### config.mk
export PLATFORM = sky130hd
export DESIGN_NAME = pwt_timer
export DESIGN_NICKNAME = d
export VERILOG_FILES = /design/src/inc/pwt_pkg.sv /design/src/rtl/pwt_timer.sv
export SDC_FILE = /design/constraint.sdc
export NUM_CORES = 1
export LEC_CHECK = 0
export ABC_CLOCK_PERIOD_IN_PS = 5120
export BUFFER_PORTS_ARGS = -buffer_cell sky130_fd_sc_hd__buf_2
export CORE_ASPECT_RATIO = 2
export CORE_MARGIN = 2
export CORE_UTILIZATION = 54
export CTS_CLUSTER_DIAMETER = 100
export DETAILED_ROUTE_END_ITERATION = 6
export PLACE_DENSITY_LB_ADDON = 0.08
export RECOVER_POWER = 25
export SYNTH_ARGS = -nofsm -noshare
export SYNTH_HDL_FRONTEND = slang
export SYNTH_SLANG_ARGS = --single-unit
export TNS_END_PERCENT = 5
### constraint.sdc
create_clock -name aclk -period 5.12 [get_ports aclk]
set_clock_uncertainty 0.15 [all_clocks]
set_input_delay 0.512 -clock aclk [delete_from_list [all_inputs] [get_ports aclk]]
set_output_delay 0.512 -clock aclk [all_outputs]
set_load 0.01 [all_outputs]
### src/inc/pwt_pkg.sv
`default_nettype none
package pwt_pkg;
	// ----------------------------------------
	// register byte offsets
	// ----------------------------------------
	localparam logic [7:0] PWT_OFS_CTRL = 8'h00;
	localparam logic [7:0] PWT_OFS_COUNT = 8'h04;
	localparam logic [7:0] PWT_OFS_CCCTL = 8'h08;
	localparam logic [7:0] PWT_OFS_CMPA = 8'h0C;
	localparam logic [7:0] PWT_OFS_CMPB = 8'h10;
	localparam logic [7:0] PWT_OFS_STAT = 8'h14;
	// ----------------------------------------
	// control register fields
	// ----------------------------------------
	localparam int PWT_CTL_RUN = 0;
	localparam int PWT_CTL_CLR = 1;
	localparam int PWT_CTL_MODE = 2;
	localparam int PWT_CTL_HCM = 3;
	localparam int PWT_CTL_DIV_LO = 4;
	// ----------------------------------------
	// compare/capture control fields
	// ----------------------------------------
	localparam int PWT_CC_CAPA = 0;
	localparam int PWT_CC_CAPB = 1;
	localparam int PWT_CC_AMD_LO = 2;
	localparam int PWT_CC_BMD_LO = 4;
	localparam int PWT_CC_AINV = 6;
	localparam int PWT_CC_BINV = 7;
	// ----------------------------------------
	// reset values and encodings
	// ----------------------------------------
	localparam logic [15:0] PWT_RST_CMP = 16'h0000;
	localparam logic [3:0] PWT_RST_DIV = 4'h0;
	localparam logic [1:0] PWT_RESP_OKAY = 2'h0;
	localparam logic [1:0] PWT_RESP_SLVERR = 2'h2;
	typedef enum logic [1:0] {
		PWT_OUT_OFF = 2'b00,
		PWT_OUT_SETCLR = 2'b01,
		PWT_OUT_TOG_A = 2'b10,
		PWT_OUT_TOG_B = 2'b11
	} pwt_omode_t;
endpackage
`default_nettype wire

### src/rtl/pwt_timer.sv
// Contract
// - mode bit 0: counter keeps counting and wraps until software stops it
// - mode bit 1: counter stops itself when compare B match fires
// - half clock on: dual-edge counter drives compare A, doubling resolution
// - half clock off: compare A fires when main counter equals compare A
// - dual-edge counter value is never readable
// - writing 1 to clear forces counter to 0
// - counter returns to 0 after reaching compare B
// - run 1 starts counting, run 0 gates count clock and halts
// - stopping keeps counter value, restart continues from it
// - run and clear written together: clear first, then count
// - counter readable while running in one whole-word access
// - two independent outputs both driven by compare A and B
// - mode 3 toggles on B, 2 toggles on A, 1 sets A clears B, 0 off
// - outputs active high, invert bit makes them active low
// - clearing counter drives both outputs to inactive level
// - a compare in capture mode produces no match
//
// Implementation choices: the AXI4-Lite slave port and the address map.
`timescale 1ns/100ps
`default_nettype none
module pwt_timer
	import pwt_pkg::*;
(
	input wire logic aclk,
	input wire logic aresetn,
	input wire logic [7:0] s_axi_awaddr,
	input wire logic s_axi_awvalid,
	output logic s_axi_awready,
	input wire logic [31:0] s_axi_wdata,
	input wire logic [3:0] s_axi_wstrb,
	input wire logic s_axi_wvalid,
	output logic s_axi_wready,
	output logic [1:0] s_axi_bresp,
	output logic s_axi_bvalid,
	input wire logic s_axi_bready,
	input wire logic [7:0] s_axi_araddr,
	input wire logic s_axi_arvalid,
	output logic s_axi_arready,
	output logic [31:0] s_axi_rdata,
	output logic [1:0] s_axi_rresp,
	output logic s_axi_rvalid,
	input wire logic s_axi_rready,
	output logic timer_output_a,
	output logic timer_output_b
);
	// ----------------------------------------
	// functions
	// ----------------------------------------
	// next raw level of one output circuit
	function automatic logic lvl_fn(input logic [1:0] md, input logic lv, input logic ma,
		input logic mb);
		case (md)
			PWT_OUT_SETCLR: lvl_fn = mb ? 1'b0 : (ma ? 1'b1 : lv);
			PWT_OUT_TOG_A: lvl_fn = ma ? ~lv : lv;
			PWT_OUT_TOG_B: lvl_fn = mb ? ~lv : lv;
			default: lvl_fn = 1'b0;
		endcase
	endfunction

	// pin level: off mode sits inactive, invert flips polarity
	function automatic logic pin_fn(input logic [1:0] md, input logic inv, input logic lv);
		pin_fn = (md == PWT_OUT_OFF) ? inv : (lv ^ inv);
	endfunction

	// ----------------------------------------
	// state
	// ----------------------------------------
	logic run, mode_os, half_clock_select, cap_a, cap_b, inv_a, inv_b, lvl_a, lvl_b, phase;
	logic [3:0] div;
	logic [1:0] md_a, md_b;
	logic [15:0] cnt, cmpa, cmpb, pre;
	logic [16:0] dcnt;
	logic aw_held, w_held;
	logic [7:0] aw_addr;
	logic [31:0] w_data;
	logic [3:0] w_strb;

	// ----------------------------------------
	// axi write channel
	// ----------------------------------------
	logic wr_go, wr_ctrl, wr_hit, clr, run_set;
	logic [7:0] wa;
	logic [31:0] wd;
	logic [3:0] ws;

	assign s_axi_awready = !aw_held && !s_axi_bvalid;
	assign s_axi_wready = !w_held && !s_axi_bvalid;
	assign wa = aw_held ? aw_addr : s_axi_awaddr;
	assign wd = w_held ? w_data : s_axi_wdata;
	assign ws = w_held ? w_strb : s_axi_wstrb;
	// write commits once both halves are present, either order
	assign wr_go = (aw_held || s_axi_awvalid) && (w_held || s_axi_wvalid) && !s_axi_bvalid;
	assign wr_hit = (wa == PWT_OFS_CTRL) || (wa == PWT_OFS_CCCTL) || (wa == PWT_OFS_CMPA)
		|| (wa == PWT_OFS_CMPB) || (wa == PWT_OFS_COUNT) || (wa == PWT_OFS_STAT);
	assign wr_ctrl = wr_go && (wa == PWT_OFS_CTRL) && ws[0];
	assign clr = wr_ctrl && wd[PWT_CTL_CLR];
	assign run_set = wr_ctrl && wd[PWT_CTL_RUN];

	// hold address/data halves until the pair is complete
	always_ff @(posedge aclk) begin
		if (!aresetn) begin
			aw_held <= 1'b0;
			w_held <= 1'b0;
			aw_addr <= 8'h00;
			w_data <= 32'h0000_0000;
			w_strb <= 4'h0;
		end else if (wr_go) begin
			aw_held <= 1'b0;
			w_held <= 1'b0;
		end else begin
			if (s_axi_awvalid && s_axi_awready) begin
				aw_held <= 1'b1;
				aw_addr <= s_axi_awaddr;
			end
			if (s_axi_wvalid && s_axi_wready) begin
				w_held <= 1'b1;
				w_data <= s_axi_wdata;
				w_strb <= s_axi_wstrb;
			end
		end
	end

	// write response; read-only offsets accept and ignore
	always_ff @(posedge aclk) begin
		if (!aresetn) begin
			s_axi_bvalid <= 1'b0;
			s_axi_bresp <= PWT_RESP_OKAY;
		end else if (wr_go) begin
			s_axi_bvalid <= 1'b1;
			s_axi_bresp <= wr_hit ? PWT_RESP_OKAY : PWT_RESP_SLVERR;
		end else if (s_axi_bready) begin
			s_axi_bvalid <= 1'b0;
		end
	end

	// ----------------------------------------
	// configuration registers
	// ----------------------------------------
	// mode, compare and output setup; clear bit is a pulse, never stored
	always_ff @(posedge aclk) begin
		if (!aresetn) begin
			mode_os <= 1'b0;
			half_clock_select <= 1'b0;
			div <= PWT_RST_DIV;
			cap_a <= 1'b0;
			cap_b <= 1'b0;
			md_a <= PWT_OUT_OFF;
			md_b <= PWT_OUT_OFF;
			inv_a <= 1'b0;
			inv_b <= 1'b0;
			cmpa <= PWT_RST_CMP;
			cmpb <= PWT_RST_CMP;
		end else if (wr_go) begin
			if (wa == PWT_OFS_CTRL && ws[0]) begin
				mode_os <= wd[PWT_CTL_MODE];
				half_clock_select <= wd[PWT_CTL_HCM];
				div <= wd[PWT_CTL_DIV_LO +: 4];
			end
			if (wa == PWT_OFS_CCCTL && ws[0]) begin
				cap_a <= wd[PWT_CC_CAPA];
				cap_b <= wd[PWT_CC_CAPB];
				md_a <= wd[PWT_CC_AMD_LO +: 2];
				md_b <= wd[PWT_CC_BMD_LO +: 2];
				inv_a <= wd[PWT_CC_AINV];
				inv_b <= wd[PWT_CC_BINV];
			end
			if (wa == PWT_OFS_CMPA) begin
				if (ws[0]) cmpa[7:0] <= wd[7:0];
				if (ws[1]) cmpa[15:8] <= wd[15:8];
			end
			if (wa == PWT_OFS_CMPB) begin
				if (ws[0]) cmpb[7:0] <= wd[7:0];
				if (ws[1]) cmpb[15:8] <= wd[15:8];
			end
		end
	end

	// ----------------------------------------
	// count clock: half ticks from a prescaler
	// ----------------------------------------
	logic half_tick, full_tick;
	logic [15:0] pre_top;

	// one count clock period is two half ticks, so both edges exist
	assign pre_top = 16'((32'd1 << div) - 32'd1);
	assign half_tick = run && !clr && (pre == pre_top);
	assign full_tick = half_tick && phase;

	// prescaler frozen while stopped so a restart resumes mid-period
	always_ff @(posedge aclk) begin
		if (!aresetn || clr) begin
			pre <= 16'h0000;
			phase <= 1'b0;
		end else if (run) begin
			pre <= half_tick ? 16'h0000 : 16'(pre + 16'h0001);
			if (half_tick) phase <= ~phase;
		end
	end

	// ----------------------------------------
	// counters and compare matches
	// ----------------------------------------
	logic wrap, match_a, match_b;
	logic [15:0] next_cnt;
	logic [16:0] next_dcnt;

	assign wrap = (cnt == cmpb) && !cap_b;
	assign next_cnt = wrap ? 16'h0000 : 16'(cnt + 16'h0001);
	assign next_dcnt = (full_tick && wrap) ? 17'h00000 : 17'(dcnt + 17'h00001);
	// matches fire on the edge where the value is reached
	assign match_b = full_tick && !cap_b && (next_cnt == cmpb);
	assign match_a = !cap_a && (half_clock_select ? (half_tick && next_dcnt == {1'b0, cmpa})
		: (full_tick && next_cnt == cmpa));

	// main counter: clear beats counting, stop holds value
	always_ff @(posedge aclk) begin
		if (!aresetn || clr) begin
			cnt <= 16'h0000;
		end else if (full_tick) begin
			cnt <= next_cnt;
		end
	end

	// dual-edge counter is internal only, no read path reaches it
	always_ff @(posedge aclk) begin
		if (!aresetn || clr) begin
			dcnt <= 17'h00000;
		end else if (half_tick) begin
			dcnt <= next_dcnt;
		end
	end

	// run flag: software start beats the one-shot stop
	always_ff @(posedge aclk) begin
		if (!aresetn) begin
			run <= 1'b0;
		end else if (wr_ctrl) begin
			run <= wd[PWT_CTL_RUN];
		end else if (match_b && mode_os) begin
			run <= 1'b0;
		end
	end

	// ----------------------------------------
	// timer outputs
	// ----------------------------------------
	logic next_lvl_a, next_lvl_b;

	assign next_lvl_a = clr ? 1'b0 : lvl_fn(md_a, lvl_a, match_a, match_b);
	assign next_lvl_b = clr ? 1'b0 : lvl_fn(md_b, lvl_b, match_a, match_b);

	// pins registered to stay glitch free on the way to the pads
	always_ff @(posedge aclk) begin
		if (!aresetn) begin
			lvl_a <= 1'b0;
			lvl_b <= 1'b0;
			timer_output_a <= 1'b0;
			timer_output_b <= 1'b0;
		end else begin
			lvl_a <= next_lvl_a;
			lvl_b <= next_lvl_b;
			timer_output_a <= pin_fn(md_a, inv_a, next_lvl_a);
			timer_output_b <= pin_fn(md_b, inv_b, next_lvl_b);
		end
	end

	// ----------------------------------------
	// axi read channel
	// ----------------------------------------
	// whole-word read returns all 16 counter bits at once
	always_ff @(posedge aclk) begin
		if (!aresetn) begin
			s_axi_rvalid <= 1'b0;
			s_axi_rdata <= 32'h0000_0000;
			s_axi_rresp <= PWT_RESP_OKAY;
		end else if (s_axi_arvalid && s_axi_arready) begin
			s_axi_rvalid <= 1'b1;
			s_axi_rresp <= PWT_RESP_OKAY;
			case (s_axi_araddr)
				PWT_OFS_CTRL: s_axi_rdata <= {24'h000000, div, half_clock_select, mode_os, 1'b0, run};
				PWT_OFS_COUNT: s_axi_rdata <= {16'h0000, cnt};
				PWT_OFS_CCCTL: s_axi_rdata <= {24'h000000, inv_b, inv_a, md_b, md_a, cap_b,
					cap_a};
				PWT_OFS_CMPA: s_axi_rdata <= {16'h0000, cmpa};
				PWT_OFS_CMPB: s_axi_rdata <= {16'h0000, cmpb};
				PWT_OFS_STAT: s_axi_rdata <= {29'h00000000, timer_output_b, timer_output_a,
					run};
				default: begin
					s_axi_rdata <= 32'h0000_0000;
					s_axi_rresp <= PWT_RESP_SLVERR;
				end
			endcase
		end else if (s_axi_rready) begin
			s_axi_rvalid <= 1'b0;
		end
	end

	assign s_axi_arready = !s_axi_rvalid;
endmodule
`default_nettype wire

==> results.json <==
{
  "fin_nets": 1283,
  "floorplan.die.width_um": 97.0,
  "synth.cell_area_sq_um": 9330,
  "core_area_sq_um": 17100,
  "portBuffers": 65,
  "synth-edff-count": 0,
  "synth_mux_area_share_pct": 8.53,
  "critical-path-max-stage-delay_ps": 580,
  "synthCells": 1184,
  "dp.final_hpwl_um": 19600,
  "netlist.area_leader.share_pct": 32.0,
  "maxSlewViolCount": 0,
  "drt-pass1-iter-count": 6,
  "cts.sink_count": 149,
  "yosys_most_used_dff": "dfxtp_1",
  "yosys-top-cells-area": "dfxtp_1, nor2_1, mux2i_1, a21oi_1, nand2_1",
  "finalSetupViolCount": 0,
  "all_layer_gr_usage_pct": 29.5,
  "period_needed_ps": 4820,
  "max_slew.worst_pin.slew_ps": 1240,
  "yosys.cell_types.count": 87,
  "ys_async_sr_fraction_pct": 0,
  "crit_path_cell_trace": "nor2_1 -> nand2_1 -> ha_4 -> or4b_2 -> o21ai_0 -> xor2_1 -> nor4_2 -> buf_4 -> nand2_1 -> nor3b_2 -> buf_12 -> nand3_1 -> a211o_1 -> a211oi_1 -> a41oi_1 -> buf_4 -> ha_1 -> nand3b_1 -> o41a_1 -> and3_4 -> or3_1 -> a21oi_1",
  "number_of_global_route_vias_before_repair": 8180,
  "grt_first_pass_wirelength_um": 43700,
  "outcome": "complete, no violations",
  "upper_clock_frequency_limit_mhz": 207,
  "route.antenna.remaining_nets": 0,
  "power_w": 0.00258,
  "netlist_top_cells_count": "nor2_1, dfxtp_1, nand2_1, a21oi_1, mux2i_1",
  "synth-seq-cells": 149,
  "setup.worst_path.end_class": "register",
  "synth-compound-area-share_pct": 17.8,
  "syn-mean-instance-area_sq_um": 7.88,
  "detail_route.wirelength_um": 27200,
  "max-slew-margin-rel_pct": 17.1,
  "worst_path_dominant_cell_family": "simple AND/OR/NAND/NOR gates",
  "final_area_sq_um": 10300,
  "number_of_antenna_violations_at_the_first_check_in_global_routing": 0,
  "first_iter_violations": 674,
  "clkSlewWorstSetupHoldPaths_ps": 60,
  "synth-adder-area-share_pct": 0.804,
  "synthSimpleGateAreaFrac_pct": 26.7,
  "drc": 0,
  "vias": 8763,
  "total_leakage_power_nw": 4.06,
  "cp_num_buf_inv": 3,
  "drt-vias-per-instance": 6.08,
  "critical_path.slowest_cell": "or4b_2",
  "cts_made_buffers": 17,
  "synth_most_common_cell": "nor2_1",
  "gp_routability_congestion": 0.988,
  "finalHoldViolations": 0,
  "rows": 68,
  "synth-warning-count": 0,
  "power.share.clock_pct": 46.4,
  "main_combinational_cell_family_by_area_after_synthesis": "simple AND/OR/NAND/NOR gates",
  "worst-endpoint-required_ps": 5310,
  "yosys.area.top_type": "dfxtp_1",
  "pin_count": 102,
  "clock-root-buffer": "clkbuf_16",
  "period_share_pct": 94.1,
  "cp.arrival_ps": 5010,
  "powerDensity_nw_per_um2": 251,
  "placement.cell_area_sq_um": 9730,
  "cts-htree-levels": 4,
  "drive_gt1_share_pct": 13.1,
  "grt_start_max_net_pins": 94,
  "crit_path_start_kind": "register",
  "synth.yosys.seq_area_share_pct": 32.0,
  "synth_xor_xnor_area_share_pct": 7.31,
  "chipHeight_um": 190,
  "cp_max_fo": 14,
  "comb_power_share_pct": 7.4,
  "dieArea_sq_um": 18400,
  "global_route.overflow_total": 0,
  "initial_utilization_pct": 54.6,
  "wl_per_cell_um": 18.9,
  "power.internal_w": 0.00189,
  "power.switching_w": 0.000687,
  "max_cap_violations": 0,
  "max_buffers_root_to_sink": 2,
  "power.switching_fraction_pct": 26.6,
  "later_pin_clock_latency_in_the_skew_report_ps": 430,
  "ir_worst_vdd_v": 0.000213,
  "sequential_fraction_of_design_power_pct": 46.1,
  "n_antenna_cell": 0,
  "min_path_type": "input pin to register",
  "tritoncts": "built",
  "area.growth.synth_to_final_pct": 10.2,
  "timing_worst_setup_path_type": "register to register"
}
-- final timing paths --
kind                startpoint        endpoint  slack (ps)  depth (start not counted)
hold reg to reg      w_data[7]       w_data[7]         300                          2
setup reg to reg        div[3]  timer_output_a         300                         22
setup / recovery        div[3]  timer_output_a         300                         22
hold / removal    s_axi_rready    s_axi_rvalid         120                          2
-- worst register-to-register path, cell delays in order (launching register included) --
cell and delay, ps:
dfxtp_1 380, nor2_1 80, nand2_1 140, ha_4 210, or4b_2 590, o21ai_0 110, xor2_1 100, nor4_2 310
buf_4 180, nand2_1 60, nor3b_2 260, buf_12 190, nand3_1 80, a211o_1 240, a211oi_1 200, a41oi_1 160
buf_4 190, ha_1 270, nand3b_1 80, o41a_1 130, and3_4 190, or3_1 300, a21oi_1 140
-- flip-flops by register name (all words and copies together), names as in the netlist, 2 cells and up --
signal and count:
dcnt 17, cmpa 16, cmpb 16, cnt 16, pre 16, s_axi_rdata 16
w_data 16, aw_addr 8, div 4, md_a 2, md_b 2, w_strb 2
-- cell usage in the layout, fill, tap and decap left out, drive strengths merged, types with 12 or more instances in the layout --
master,count
o21ai,45
and3,14
nor4,14
nand4,13
a31oi,13
mux2,20
nor3,23
clkbuf,44
a21oi,87
a22oi,29
xnor2,33
nand3,45
a211oi,12
dfxtp,149
xor2,44
inv,30
nand2b,16
conb,18
mux2i,57
nand2,114
nor2,174
or3,12
buf,76
-- power by group through the flow --
| stage | clock (W) | sequential (W) | combinational [W] |
|---|---|---|---|
| floorplan | 0 | 0.00121 | 0.000140 |
| global placement | 0 | 0.00122 | 0.000190 |
| detailed placement | 0 | 0.00122 | 0.000192 |
| CTS | 0.00122 | 0.00119 | 0.000193 |
| global route | 0.00126 | 0.00119 | 0.000212 |
| finish | 0.00120 | 0.00119 | 0.000192 |
-- routing by layer --
metal / track usage, % / share of wire, % / vias to the layer above
met4: 12.9 / 5.0 / 0
met3: 4.41 / 6.4 / 92
met2: 50.3 / 47 / 370
li1: - / - / 4245
met1: 36.9 / 42 / 4056
met5: 0 / 0 / -
-- cells by family (layout without fill, tap and decap cells) --
| group | after synthesis | after routing |
|---|---|---|
| simple gates | 493 | 493 |
| compound gates | 254 | 254 |
| flops | 149 | 149 |
| buf+inv | 127 | 157 |
| xor+xnor | 77 | 77 |
| mux | 77 | 77 |
| fa+ha+maj | 6 | 6 |
| other cells | 1 | 18 |
-- area by class of cell --
type | instances | area, sq um
flip-flops and latches | 149 | 2980
fillers | 1645 | 6820
clock inverters | 14 | 115
clock buffers | 18 | 439
multi-input cells | 925 | 5800
inverters | 23 | 86.3
well taps | 210 | 263
repair buffers | 102 | 593
-- repair_timing --
| item | 4_1_cts | 5_1_grt |
|---|---|---|
| setup endpoints to repair | 0 | 3 |
| buffers inserted | 0 | 1 |
| hold buffers | 0 | 0 |
| gates resized for setup | 0 | 6 |
-- through the flow --
stage,util (%),hold slack [ps],TNS [ps],std cells,worst slack (ps)
after global routing,60.1,134,-9.09,1441,-9.09
after floorplan,-,283,0,1201,261
after global placement,56.9,288,0,1408,214
after CTS,60.2,110,0,1440,81.3
final,60.1,117,0,1441,300
after detailed placement,56.9,293,0,1408,122
(Power assumes the default switching activity.)
